File: src/logic/srr_params.svh
// Named constants for the status reporting register bank
`ifndef SRR_PARAMS_SVH
`define SRR_PARAMS_SVH

// Register widths and group count
`define SRR_COND_W 15
`define SRR_REG_W 16
`define SRR_SEL_W 3
`define SRR_BYTE_W 8
`define SRR_GRP_N 2

// Register selectors carried by a command
`define SRR_SEL_COND 3'h0
`define SRR_SEL_FLAGS 3'h1
`define SRR_SEL_ENABLE 3'h2
`define SRR_SEL_PTR 3'h3
`define SRR_SEL_NTR 3'h4
`define SRR_SEL_PRESET 3'h5

// Group selectors
`define SRR_GRP_OPER 1'h0
`define SRR_GRP_QUES 1'h1

// Summary bit positions in the status byte
`define SRR_OSUM_BIT 7
`define SRR_QSUM_BIT 3

// Preset and reset values
`define SRR_ENA_PRESET 16'h0000
`define SRR_PTR_PRESET 15'h7fff
`define SRR_NTR_PRESET 15'h0000
`define SRR_ZERO_BIT 1'h0

`endif

File: src/logic/srr_pkg.sv
// Types shared by the status reporting register bank
`include "srr_params.svh"

package srr_pkg;

    // Instrument command as issued by the remote controller
    typedef struct packed {
        logic valid;
        logic wr;
        logic grp;
        logic [`SRR_SEL_W-1:0] sel;
        logic [`SRR_REG_W-1:0] data;
    } srr_cmd_type;

    // Query answer
    typedef struct packed {
        logic valid;
        logic [`SRR_REG_W-1:0] data;
    } srr_rsp_type;

    // Strobes from the decoder into one group
    typedef struct packed {
        logic wr_ena;
        logic wr_ptr;
        logic wr_ntr;
        logic rd_clr;
        logic preset;
        logic [`SRR_REG_W-1:0] data;
    } srr_ctl_type;

    // Full state of one group
    typedef struct packed {
        logic [`SRR_COND_W-1:0] cond;
        logic [`SRR_COND_W-1:0] flags;
        logic [`SRR_REG_W-1:0] enable;
        logic [`SRR_COND_W-1:0] ptr;
        logic [`SRR_COND_W-1:0] ntr;
        logic summary;
    } srr_grp_type;

    // State of the top level
    typedef struct packed {
        srr_rsp_type rsp;
        logic [`SRR_BYTE_W-1:0] sum;
    } srr_top_type;

endpackage

File: src/logic/srr_group.sv
// One status group: condition, transition filters, latched flags, mask
`timescale 1ns/1ps
`default_nettype none
`include "srr_params.svh"

module srr_group (
    input wire logic clock_i, // System clock
    input wire logic nrst_i, // Async reset, active low
    input wire logic [`SRR_COND_W-1:0] cond_i, // Live condition bits
    input wire srr_pkg::srr_ctl_type ctl_i, // Decoded strobes
    output srr_pkg::srr_grp_type view_o // Registered group state
);
    import srr_pkg::*;

    srr_grp_type st_reg;
    srr_grp_type st_next;
    logic [`SRR_COND_W-1:0] rise;
    logic [`SRR_COND_W-1:0] fall;
    logic [`SRR_COND_W-1:0] set_vec;

    // ****************************************
    // Transition detection
    // ****************************************
    assign rise = cond_i & ~st_reg.cond;
    assign fall = ~cond_i & st_reg.cond;
    assign set_vec = (rise & st_reg.ptr) | (fall & st_reg.ntr);

    // Next state
    always_comb begin
        st_next = st_reg;
        st_next.cond = cond_i;
        if (ctl_i.preset) begin
            st_next.enable = `SRR_ENA_PRESET;
            st_next.ptr = `SRR_PTR_PRESET;
            st_next.ntr = `SRR_NTR_PRESET;
        end else begin
            if (ctl_i.wr_ena) begin
                st_next.enable = ctl_i.data;
            end
            if (ctl_i.wr_ptr) begin
                st_next.ptr = ctl_i.data[`SRR_COND_W-1:0];
            end
            if (ctl_i.wr_ntr) begin
                st_next.ntr = ctl_i.data[`SRR_COND_W-1:0];
            end
        end
        // New events win over a clearing read
        st_next.flags = (ctl_i.rd_clr ? '0 : st_reg.flags) | set_vec;
        st_next.summary = |(st_next.flags & st_next.enable[`SRR_COND_W-1:0]);
    end

    // State register
    always_ff @(posedge clock_i or negedge nrst_i) begin
        if (!nrst_i) begin
            st_reg <= '{cond: '0, flags: '0, enable: `SRR_ENA_PRESET,
                        ptr: `SRR_PTR_PRESET, ntr: `SRR_NTR_PRESET, summary: 1'b0};
        end else begin
            st_reg <= st_next;
        end
    end

    assign view_o = st_reg;
endmodule
`default_nettype wire

File: src/logic/srr_top.sv
// Status reporting register bank with operation and questionable groups
`timescale 1ns/1ps
`default_nettype none
`include "srr_params.svh"

// Summary of operation
// - Two groups, each with five registers
// - Condition read returns live value, no change
// - Enable mask written and read back intact
// - Questionable enabled flag sets byte bit 3
// - Operation enabled flag sets byte bit 7
// - Flags read returns latched events
// - Flags read clears the flags register
// - Filtered rising condition latches flag bit
// - Filtered falling condition latches flag bit
// - Preset loads masks, rising and falling filters
module srr_top (
    input wire logic clock_i, // System clock, 200 MHz
    input wire logic nrst_i, // Async reset, active low
    input wire logic [`SRR_COND_W-1:0] oper_cond_i, // Operation condition bits
    input wire logic [`SRR_COND_W-1:0] ques_cond_i, // Questionable condition bits
    input wire srr_pkg::srr_cmd_type cmd_i, // Instrument command
    output srr_pkg::srr_rsp_type rsp_o, // Query answer
    output logic [`SRR_BYTE_W-1:0] summary_byte_o // Status byte summary bits
);
    import srr_pkg::*;

    srr_top_type st_reg;
    srr_top_type st_next;
    srr_grp_type [`SRR_GRP_N-1:0] view;
    srr_ctl_type [`SRR_GRP_N-1:0] ctl;
    logic [`SRR_GRP_N-1:0][`SRR_COND_W-1:0] cond;
    srr_grp_type rd_view;
    logic is_read;
    logic is_write;

    // ****************************************
    // Command decode
    // ****************************************

    // Command qualifiers
    assign is_read = cmd_i.valid && !cmd_i.wr;
    assign is_write = cmd_i.valid && cmd_i.wr;
    assign cond[`SRR_GRP_OPER] = oper_cond_i;
    assign cond[`SRR_GRP_QUES] = ques_cond_i;

    // One status group per index
    for (genvar g = 0; g < `SRR_GRP_N; g++) begin : g_grp
        // Strobes for this group; preset reaches both groups
        assign ctl[g].preset = is_write && (cmd_i.sel == `SRR_SEL_PRESET);
        assign ctl[g].wr_ena = is_write && (cmd_i.grp == 1'(g))
                               && (cmd_i.sel == `SRR_SEL_ENABLE);
        assign ctl[g].wr_ptr = is_write && (cmd_i.grp == 1'(g))
                               && (cmd_i.sel == `SRR_SEL_PTR);
        assign ctl[g].wr_ntr = is_write && (cmd_i.grp == 1'(g))
                               && (cmd_i.sel == `SRR_SEL_NTR);
        assign ctl[g].rd_clr = is_read && (cmd_i.grp == 1'(g))
                               && (cmd_i.sel == `SRR_SEL_FLAGS);
        assign ctl[g].data = cmd_i.data;

        srr_group u_group (
            .clock_i(clock_i),
            .nrst_i(nrst_i),
            .cond_i(cond[g]),
            .ctl_i(ctl[g]),
            .view_o(view[g])
        );
    end

    // Group addressed by the current query
    assign rd_view = view[cmd_i.grp];

    // ****************************************
    // Answer and summary byte
    // ****************************************

    // Next state
    always_comb begin
        st_next = st_reg;
        st_next.rsp.valid = 1'b0;
        if (is_read) begin
            st_next.rsp.valid = 1'b1;
            if (cmd_i.sel == `SRR_SEL_COND) begin
                st_next.rsp.data = {`SRR_ZERO_BIT, rd_view.cond};
            end else if (cmd_i.sel == `SRR_SEL_FLAGS) begin
                st_next.rsp.data = {`SRR_ZERO_BIT, rd_view.flags};
            end else if (cmd_i.sel == `SRR_SEL_ENABLE) begin
                st_next.rsp.data = rd_view.enable;
            end else if (cmd_i.sel == `SRR_SEL_PTR) begin
                st_next.rsp.data = {`SRR_ZERO_BIT, rd_view.ptr};
            end else if (cmd_i.sel == `SRR_SEL_NTR) begin
                st_next.rsp.data = {`SRR_ZERO_BIT, rd_view.ntr};
            end else begin
                st_next.rsp.data = '0;
            end
        end
        // Only the two summary bits are owned here
        st_next.sum = '0;
        st_next.sum[`SRR_OSUM_BIT] = view[`SRR_GRP_OPER].summary;
        st_next.sum[`SRR_QSUM_BIT] = view[`SRR_GRP_QUES].summary;
    end

    // State register
    always_ff @(posedge clock_i or negedge nrst_i) begin
        if (!nrst_i) begin
            st_reg <= '{rsp: '{valid: 1'b0, data: '0}, sum: '0};
        end else begin
            st_reg <= st_next;
        end
    end

    // Outputs straight from the state register
    assign rsp_o = st_reg.rsp;
    assign summary_byte_o = st_reg.sum;
endmodule
`default_nettype wire

File: config.mk
export PLATFORM = sky130hd
export DESIGN_NAME = srr_top
export DESIGN_NICKNAME = d
export VERILOG_FILES = /design/src/logic/srr_pkg.sv /design/src/logic/srr_group.sv /design/src/logic/srr_top.sv
export VERILOG_INCLUDE_DIRS = /design/src /design/src/logic
export SDC_FILE = /design/constraint.sdc
export NUM_CORES = 1
export LEC_CHECK = 0
export ABC_AREA = 0
export BUFFER_PORTS_ARGS = -buffer_cell sky130_fd_sc_hd__buf_2
export CAP_MARGIN = 0
export CORE_ASPECT_RATIO = 0.6
export CORE_MARGIN = 4
export CORE_UTILIZATION = 40
export DETAILED_ROUTE_END_ITERATION = 12
export SYNTH_ARGS = -nofsm -noshare
export SYNTH_HDL_FRONTEND = slang
export SYNTH_SLANG_ARGS = --single-unit
export TNS_END_PERCENT = 10
File: constraint.sdc
create_clock -name clock_i -period 4.55 [get_ports clock_i]
set_input_delay 0.455 -clock clock_i [delete_from_list [all_inputs] [get_ports clock_i]]
set_output_delay 0.455 -clock clock_i [all_outputs]
set_load 0.05 [all_outputs]
==> flow_summary.json, run 1 <==
{
  "status": "complete, no violations",
  "yosys_warnings": 0,
  "intPower_w": 0.002885,
  "cts_buffers": 17,
  "wl_per_cell_um": 22.28,
  "num_vias": 6551,
  "grt_pass1_vias": 6505,
  "drive_above_1_share_pct": 18.69,
  "dpl_cell_area_mm2": 0.008731,
  "drtIter0Drc": 566,
  "clk_path_buf_depth": 2,
  "portBuffers": 72,
  "fin_crit_sh_pct": 62.44,
  "synth_xor_area_share_pct": 0,
  "tritoncts": "yes",
  "postLayoutCoreUtil_pct": 46.62,
  "maxSlewViolCount": 0,
  "fin_skew_ps": 9.816,
  "post-place-ws_ps": 1293,
  "min_period_ps": 2841,
  "setup_viol": 0,
  "synth_edf_count": 0,
  "synthesis.area_mm2": 0.008134,
  "cp.arrival_ps": 3150,
  "synthAdderAreaFrac_pct": 0,
  "reg2reg_depth": 6,
  "yosysSeqAreaShare_pct": 53.68,
  "nets": 908,
  "initial_core_util_pct": 40.73,
  "htree_levels": 4,
  "hpwl_um": 16440,
  "ant_nets": 0,
  "synth.ff_latch_count": 173,
  "area_delta_synth_final_pct": 14.46,
  "grt_overflow_total": 0,
  "path_clk_slew_ps": 70,
  "hold_ws_ps": 117.0,
  "seq_power_share_pct": 47.3,
  "die-area_mm2": 0.02276,
  "powerDensity_mw_per_mm2": 438.9,
  "viasPerCell": 5.746,
  "rsz0062_at_grt": "false",
  "final_cell_mix": "nand2_1 (194), dfrtp_1 (143), mux2i_1 (79)",
  "fmax_ghz": 0.3520,
  "synth-simple-area-share_pct": 14.84,
  "leakage_nw": 4.098,
  "io_pins": 79,
  "finalSetupTns_ps": 0,
  "hold_path.class": "input port to async pin",
  "layout_commonest_cell": "nand2_1",
  "grt_pass1_wl_um": 39390,
  "cp.required_ps": 4860,
  "postLayoutSetupSlackWorst_ps": 1709,
  "critPathLaunchType": "input port",
  "fill_cells": 1888,
  "antenna_found_initial": 0,
  "fp.dieW_um": 192.1,
  "tightest_slew_ps": 1090,
  "synth_top_family_by_area": "compound AO/OA/AOI/OAI gates",
  "die_h_um": 118.5,
  "synth_cell_types": 45,
  "synth_cells": 797,
  "p_sw_w": 0.001202,
  "cts_root_buffer": "clkbuf_16",
  "n_antenna_cell": 0,
  "rows": 40,
  "insertion_delay_ps": 440,
  "cts_hold_buf": 0,
  "end_kind": "register",
  "crit_type": "input port to register",
  "path_max_fanout": 49,
  "routed_wl_um": 25400,
  "drt_pass1_iterations": 5,
  "design_area_mm2": 0.009310,
  "routabilityCongestion": 0.8545,
  "numClockSinks": 173,
  "comb_power_share_pct": 17.1,
  "swShare_pct": 29.41,
  "hold_viol_final": 0,
  "peakVddDrop_v": 0.0002780,
  "grt_max_degree": 90,
  "slew_headroom_pct": 27.17,
  "coreArea_mm2": 0.01997,
  "async_flop_share_pct": 100.0,
  "post_cts_buffers": 0,
  "maxCapViolCount": 0,
  "avgSynthCellArea_um2": 10.21,
  "synth_compound_area_share_pct": 17.70,
  "clockPowerShare_pct": 35.6,
  "track_usage_pct": 22.88,
  "synthFlopType": "dfrtp_1",
  "synth_mux_area_share_pct": 9.998,
  "route.detailed.drc": 0,
  "cts-resized-gates": 0
}
[layer usage]
layer / track usage (%) / part of all wire [%] / routed length, um / vias up
met5: 0 / 0 / 0 / -
met4: 6.857 / 2.0 / 501 / 0
met3: 5.460 / 8.3 / 2108 / 37
li1: - / - / - / 2993
met2: 31.90 / 42 / 10730 / 282
met1: 35.07 / 47 / 12060 / 3239
[cell type report]
| cell class | count | area (um2) | area share [%] |
|---|---|---|---|
| multi-input cells | 567 | 3495 | 37.54 |
| flip-flops and latches | 173 | 4367 | 46.90 |
| inverters | 7 | 26.28 | 0.2822 |
| repair buffers | 88 | 501.7 | 5.389 |
| clock buffers | 26 | 519.2 | 5.577 |
| clock inverters | 6 | 60.06 | 0.6451 |
| well taps | 273 | 341.6 | 3.669 |
[critical path, cell delays in order]
cell and delay (ps):
buf_4 480, buf_4 780, nand3_1 200, buf_4 260, a21oi_1 200, nor3_1 70, a2111oi_0 500, nand4_1 150
[Yosys cell counts, types with 3 or more instances]
master,instances,area (um2)
a21o_1,7,52.55
a21oi_1,62,310.3
a221oi_1,7,61.31
a22oi_1,3,22.52
and2_1,3,18.77
buf_1,9,33.78
buf_2,8,40.04
buf_4,6,45.04
buf_6,5,56.30
clkbuf_1,27,101.4
dfrtp_1,143,3578
dfstp_2,30,788.3
inv_1,6,22.52
mux2i_1,79,790.8
nand2_1,194,728.2
nand3_1,16,80.08
nand3b_1,30,225.2
nand4_1,3,18.77
nor2_1,8,30.03
nor3_1,4,20.02
o211ai_1,12,90.09
o21a_1,6,45.04
o21ai_0,17,85.08
o21ai_1,4,20.02
o22a_1,30,262.8
o22ai_1,32,200.2
o311ai_0,15,131.4
o31ai_1,5,37.54
[cell families (layout without fill, tap and decap cells)]
logic type             Yosys count  count (layout)
AO/OA/AOI/OAI                  211             211
AND/OR/NAND/NOR                269             269
other                            1               6
buffers and inverters           62             127
flip-flops                     173             173
multiplexers                    81              81
[metrics by stage]
stage / power [W] / instances
2_1_floorplan: 0.002402 / 802
3_3_place_gp: 0.002648 / 1108
3_5_place_dp: 0.002653 / 1108
4_1_cts: 0.004100 / 1140
5_1_grt: 0.004264 / 1140
6_report: 0.004087 / 1140
[path summary, 6_finish.rpt]
check	start	to	slack [ps]
min in group clock_i	oper_cond_i[7]	g_grp[0].u_group.view_o[69]	140
min	nrst_i	g_grp[1].u_group.view_o[51]	120
max in group asynchronous	nrst_i	g_grp[0].u_group.view_o[29]	3560
max reg2reg	g_grp[1].u_group.view_o[63]	g_grp[1].u_group.view_o[0]	2670
min reg2reg	g_grp[1].u_group.view_o[0]	summary_byte_o[3]	450
max	cmd_i[19]	g_grp[1].u_group.view_o[0]	1710
[state kept, by name, summed over array words and instances, names as in the netlist]
| signal | count |
|---|---|
| rsp_o | 17 |
| g_grp.u_group.view_o | 154 |
| summary_byte_o | 2 |
[power by group through the flow]
stage / logic (W) / registers, W / clock network [W]
after global routing: 0.000768 / 0.00196 / 0.00153
after detailed placement: 0.000698 / 0.00196 / 0
after global placement: 0.000691 / 0.00196 / 0
after CTS: 0.000701 / 0.00193 / 0.00147
final: 0.000698 / 0.00193 / 0.00146
after floorplan: 0.000387 / 0.00201 / 0
(Power assumes the default switching activity.)
==> run 2: changes to the inputs <==
==> constraint.sdc (replaced) <==
create_clock -name clock_i -period 2.5 [get_ports clock_i]
set_input_delay 0.25 -clock clock_i [delete_from_list [all_inputs] [get_ports clock_i]]
set_output_delay 0.25 -clock clock_i [all_outputs]
set_load 0.05 [all_outputs]
==> run 2 against run 1 <==
- flip-flop and latch count stayed put
- sequential power grew 82%
- die area unchanged
- via count is 4.2% higher
- critical endpoint unchanged
- sequential share of layout area is 2.9 points lower
- final area grew 6.6%
- largest cell class unchanged
- worst hold slack lost 40 ps
- count of clock-buffer cells in the layout fell by 9
- highest routed layer is now met5
- utilization rose by 3.1 points
- largest power group unchanged
- first-iteration DRC count up 13%
- setup slack worse by 1200 ps
==> flow_summary.json, run 2 (synthesis results as in run 1) <==
{
  "antenna_found_initial": 1,
  "route.detailed.drc": 0,
  "powerDensity_mw_per_mm2": 761.3,
  "die_h_um": 118.5,
  "viasPerCell": 5.658,
  "leakage_nw": 4.401,
  "area_delta_synth_final_pct": 21.98,
  "drive_above_1_share_pct": 21.22,
  "crit_start": "cmd_i[17]",
  "critPathCapture": "g_grp[1].u_group.view_o[0]",
  "path_clk_slew_ps": 70,
  "fin_crit_sh_pct": 80.70,
  "path_depth": 7,
  "hold_depth": 3,
  "routed_wl_um": 25210,
  "reg2reg_depth": 6,
  "status": "complete, no violations",
  "fin_skew_ps": 8.351,
  "min_period_ps": 2018,
  "n_antenna_cell": 0,
  "io_pins": 79,
  "crit_type": "input port to register",
  "htree_levels": 4,
  "routabilityCongestion": 0.9106,
  "final_cell_mix": "nand2_1 (194), dfrtp_1 (143), mux2i_1 (79)",
  "max_stage_delay_ps": 480,
  "slew_headroom_pct": 61.27,
  "rsz0062_at_grt": "false",
  "die-area_mm2": 0.02276,
  "drtIter0Drc": 638,
  "path_max_fanout": 9,
  "fill_cells": 1890,
  "wl_per_cell_um": 20.90,
  "hpwl_um": 17780,
  "fmax_ghz": 0.4957,
  "postLayoutSetupSlackWorst_ps": 482.5,
  "end_kind": "register",
  "initial_core_util_pct": 40.73,
  "numClockSinks": 173,
  "track_usage_pct": 22.75,
  "cp.arrival_ps": 2320,
  "post_cts_buffers": 0,
  "nets": 974,
  "peakVddDrop_v": 0.0005186,
  "portBuffers": 72,
  "layout_commonest_cell": "nand2_1",
  "cts_root_buffer": "clkbuf_16",
  "fp.dieW_um": 192.1,
  "cp.required_ps": 2800,
  "finalSetupTns_ps": 0,
  "hold_path.class": "input port to register",
  "cts-resized-gates": 0,
  "ant_nets": 0,
  "setup_viol": 0,
  "crit_family": "compound AO/OA/AOI/OAI gates",
  "insertion_delay_ps": 430,
  "drt_pass1_iterations": 5,
  "coreArea_mm2": 0.01997,
  "grt_max_degree": 63,
  "maxSlewViolCount": 0,
  "post-place-ws_ps": 50.73,
  "largest_reg_flops": 154,
  "critical_path.cell_chain": "buf_2, or3b_4, o31ai_1, a221oi_1, a2111o_1, a2111oi_2, nand4_1",
  "tritoncts": "yes",
  "tightest_slew_ps": 573.6,
  "crit_slowest_cell": "or3b_4",
  "worst-path-buf-inv": 1,
  "grt_overflow_total": 0,
  "grt_pass1_vias": 6523,
  "reg2reg_slack_ps": 610,
  "rows": 40,
  "num_vias": 6824,
  "clk_path_buf_depth": 2,
  "critPathLaunchType": "input port",
  "power_w": 0.007554,
  "maxCapViolCount": 0,
  "hold_viol_final": 0,
  "grt_pass1_wl_um": 39470,
  "r2r-end": "g_grp[1].u_group.view_o[0]",
  "timing.rr.start": "g_grp[1].u_group.view_o[2]",
  "cts_buffers": 17
}
[run 2: cell count changes in the layout (fill, tap and decap cells not counted), sizes merged]
cell,delta
buf,+35
bufinv,+1
clkbuf,-9
clkinv,+1
clkinvlp,+2
dlygate4sd3,+31
inv,+5
[run 2: layout make-up]
class	count	area (um2)	area share, %
clock inverters	15	160.2	1.614
flip-flops and latches	173	4367	44.01
clock buffers	17	425.4	4.288
multi-input cells	567	3490	35.17
well taps	273	341.6	3.443
inverters	7	26.28	0.2648
repair buffers	154	1112	11.21
[run 2: worst min path at each step]
stage / from / end / slack, ps
3_3_place_gp: nrst_i / g_grp[1].u_group.view_o[63] / 220
2_1_floorplan: nrst_i / g_grp[0].u_group.view_o[0] / -50
6_report: cmd_i[15] / g_grp[0].u_group.view_o[46] / 80
3_5_place_dp: nrst_i / g_grp[1].u_group.view_o[63] / 230
5_1_grt: cmd_i[15] / g_grp[0].u_group.view_o[46] / 60
4_1_cts: cmd_i[15] / g_grp[0].u_group.view_o[46] / 60
[run 2: repair_timing]
item,4_1_cts,5_1_grt
hold buffers,31,0
endpoints found under the setup margin,0,0
endpoints found under the hold margin,68,0
[run 2: worst register-to-register path, stage by stage (launching register included)]
cell and delay, ps:
dfrtp_1 430, nand3b_1 100, o21ai_0 100, a21o_1 210
a2111o_1 440, a2111oi_2 370, nand4_1 120
[run 2: power by group]
group          internal, W  switching [W]
sequential         0.00325       0.000268
combinational     0.000533       0.000812
clock              0.00149        0.00120
[run 2: layer usage]
layer  track usage (%)  share of wire [%]
met5                 0              0.056
met3             5.313                7.2
met1             36.87                 51
met2             30.45                 41
met4             4.853                1.1
[run 2: per-stage QoR]
| stage | hold slack, ps | instance area [um2] | std cells | utilization [%] |
|---|---|---|---|---|
| after floorplan | -45.59 | 8153 | 802 | - |
| after global placement | 224.6 | 9026 | 1143 | 45.20 |
| after detailed placement | 232.9 | 9026 | 1143 | 45.20 |
| after CTS | 62.32 | 9922 | 1206 | 49.69 |
| after global routing | 61.22 | 9922 | 1206 | 49.69 |
| final | 76.56 | 9922 | 1206 | 49.69 |
==> run 3: changes to the inputs <==
==> constraint.sdc (replaced) <==
create_clock -name clock_i -period 1.95 [get_ports clock_i]
set_input_delay 0.195 -clock clock_i [delete_from_list [all_inputs] [get_ports clock_i]]
set_output_delay 0.195 -clock clock_i [all_outputs]
set_load 0.05 [all_outputs]
==> run 3 against run 2 <==
- first-iteration DRC count down 21%
- sequential power up 28%
- flip-flop and latch count unchanged
- die area unchanged
- largest power group unchanged
- utilization up 2.3 points
- global-route usage up 0.35 points
- clock skew up 2.3 ps
- routed wire length up 1.9%
- non-clock buffer count up 43
- cell count up 3.6%
- setup slack worse by 440 ps
- highest routed layer is now met4
==> flow_summary.json, run 3 (synthesis results as in run 1) <==
{
  "area_delta_synth_final_pct": 27.67,
  "fin_skew_ps": 10.67,
  "intPower_w": 0.006977,
  "crit_start": "cmd_i[17]",
  "slew_headroom_pct": 60.90,
  "grt_pass1_vias": 6758,
  "hold_path.class": "input port to register",
  "crit_slowest_cell": "or3b_4",
  "status": "complete, no violations",
  "final_cells": 1249,
  "grt_max_degree": 50,
  "track_usage_pct": 23.11,
  "min_period_ps": 1912,
  "max_stage_delay_ps": 430,
  "crit_type": "input port to register",
  "wl_per_cell_um": 20.56,
  "end_kind": "register",
  "grt_overflow_total": 0,
  "insertion_delay_ps": 430,
  "antenna_found_initial": 0,
  "portBuffers": 72,
  "seq_power_share_pct": 45.8,
  "layout_commonest_cell": "nand2_1",
  "fmax_ghz": 0.5230,
  "rows": 40,
  "ant_nets": 0,
  "drtIter0Drc": 504,
  "fp.dieW_um": 192.1,
  "clk_path_buf_depth": 2,
  "nets": 1017,
  "drive_above_1_share_pct": 24.59,
  "htree_levels": 4,
  "cp.arrival_ps": 2200,
  "fin_crit_sh_pct": 98.06,
  "hold_viol_final": 0,
  "postLayoutCoreUtil_pct": 52.01,
  "io_pins": 79,
  "path_clk_slew_ps": 70,
  "multiInputGateArea_mm2": 0.003546,
  "clockPowerShare_pct": 35.7,
  "path_max_fanout": 8,
  "p_sw_w": 0.002871,
  "timing.rr.start": "g_grp[1].u_group.view_o[7]",
  "maxSlewViolCount": 0,
  "power_w": 0.009848,
  "n_antenna_cell": 0,
  "num_vias": 6919,
  "hpwl_um": 18110,
  "die_h_um": 118.5,
  "rsz0062_at_grt": "true",
  "critical_path.cell_chain": "buf_2, or3b_4, buf_4, o31ai_4, a221oi_1, a2111o_1, a2111oi_2, nand4_1",
  "swShare_pct": 29.15,
  "cts_root_buffer": "clkbuf_16",
  "grt_pass1_wl_um": 40190,
  "powerDensity_mw_per_mm2": 948.3,
  "comb_power_share_pct": 18.5,
  "reg2reg_depth": 6,
  "route.detailed.drc": 0,
  "critPathCapture": "g_grp[1].u_group.view_o[0]",
  "cp.required_ps": 2240,
  "viasPerCell": 5.540,
  "maxCapViolCount": 0,
  "setup_viol": 0,
  "drt_pass1_iterations": 5,
  "routed_wl_um": 25690,
  "reg2reg_slack_ps": 100,
  "tritoncts": "yes",
  "dp_cells": 1186,
  "hold_ws_ps": 38.36,
  "largest_reg_flops": 154,
  "fill_cells": 1776,
  "routabilityCongestion": 0.9156,
  "leakage_nw": 4.647,
  "regArea_mm2": 0.004367,
  "final_cell_mix": "nand2_1 (194), dfrtp_1 (143), buf_4 (85)",
  "tightest_slew_ps": 579.1,
  "coreArea_mm2": 0.01997,
  "peakVddDrop_v": 0.0006254,
  "initial_core_util_pct": 40.73,
  "numClockSinks": 173,
  "cts_buffers": 17,
  "die-area_mm2": 0.02276,
  "r2r-end": "g_grp[1].u_group.view_o[0]",
  "critPathLaunchType": "input port"
}
==> run 3: worst min-delay path by stage <==
stage / slack (ps) / from / end / cells after the start
final: 40 / cmd_i[15] / g_grp[0].u_group.view_o[46] / 3
after CTS: 30 / cmd_i[15] / g_grp[0].u_group.view_o[46] / 3
after detailed placement: 180 / nrst_i / rsp_o[1] / 1
after global routing: 30 / cmd_i[15] / g_grp[0].u_group.view_o[46] / 3
after floorplan: -100 / nrst_i / g_grp[0].u_group.view_o[0] / 0
after global placement: 180 / nrst_i / rsp_o[1] / 1
==> run 3: per-stage QoR <==
stage                     TNS (ps)  worst slack [ps]  cell area, um2
after floorplan             -118.9            -60.56            8202
after global placement      -899.2            -367.1            9469
after detailed placement     -1002            -391.5            9469
after CTS                        0             54.84           10370
after global routing        -83.80            -83.80           10390
final                            0             37.86           10390
==> run 3: what timing repair did <==
item / 4_1_cts / 5_1_grt
hold buffers: 31 / 0
endpoints found under the hold margin: 70 / 0
endpoints found under the setup margin: 0 / 2
setup buffers: 0 / 0
resized for setup: 0 / 3
==> run 3: critical path, delay by kind of cell <==
family / cells / cell delay [ps]
buffers and inverters: 2 / 350
and+or+nand+nor: 2 / 570
AOI/OAI and AO/OA: 4 / 1080
==> run 3: power by group through the flow <==
stage	Sequential, W	Combinational (W)	Clock [W]
after detailed placement	0.00456	0.00176	0
after floorplan	0.00470	0.000914	0
after global routing	0.00457	0.00199	0.00371
final	0.00451	0.00182	0.00352
after CTS	0.00451	0.00181	0.00356
after global placement	0.00456	0.00174	0
==> run 3: metal layers <==
metal	part of all wire, %	wire (um)	GRT usage (%)	vias up
met5	0	0	0	-
met4	0.65	166	4.096	0
met3	6.2	1586	4.811	13
met2	42	10840	32.41	238
met1	51	13090	36.93	3456
li1	-	-	-	3212
==> run 3: final cells by class <==
cell class	instances	share of cell area, %
multi-input cells	567	34.14
repair buffers	197	14.54
flip-flops and latches	173	42.05
clock buffers	23	4.410
well taps	273	3.289
clock inverters	9	1.313
inverters	7	0.2530
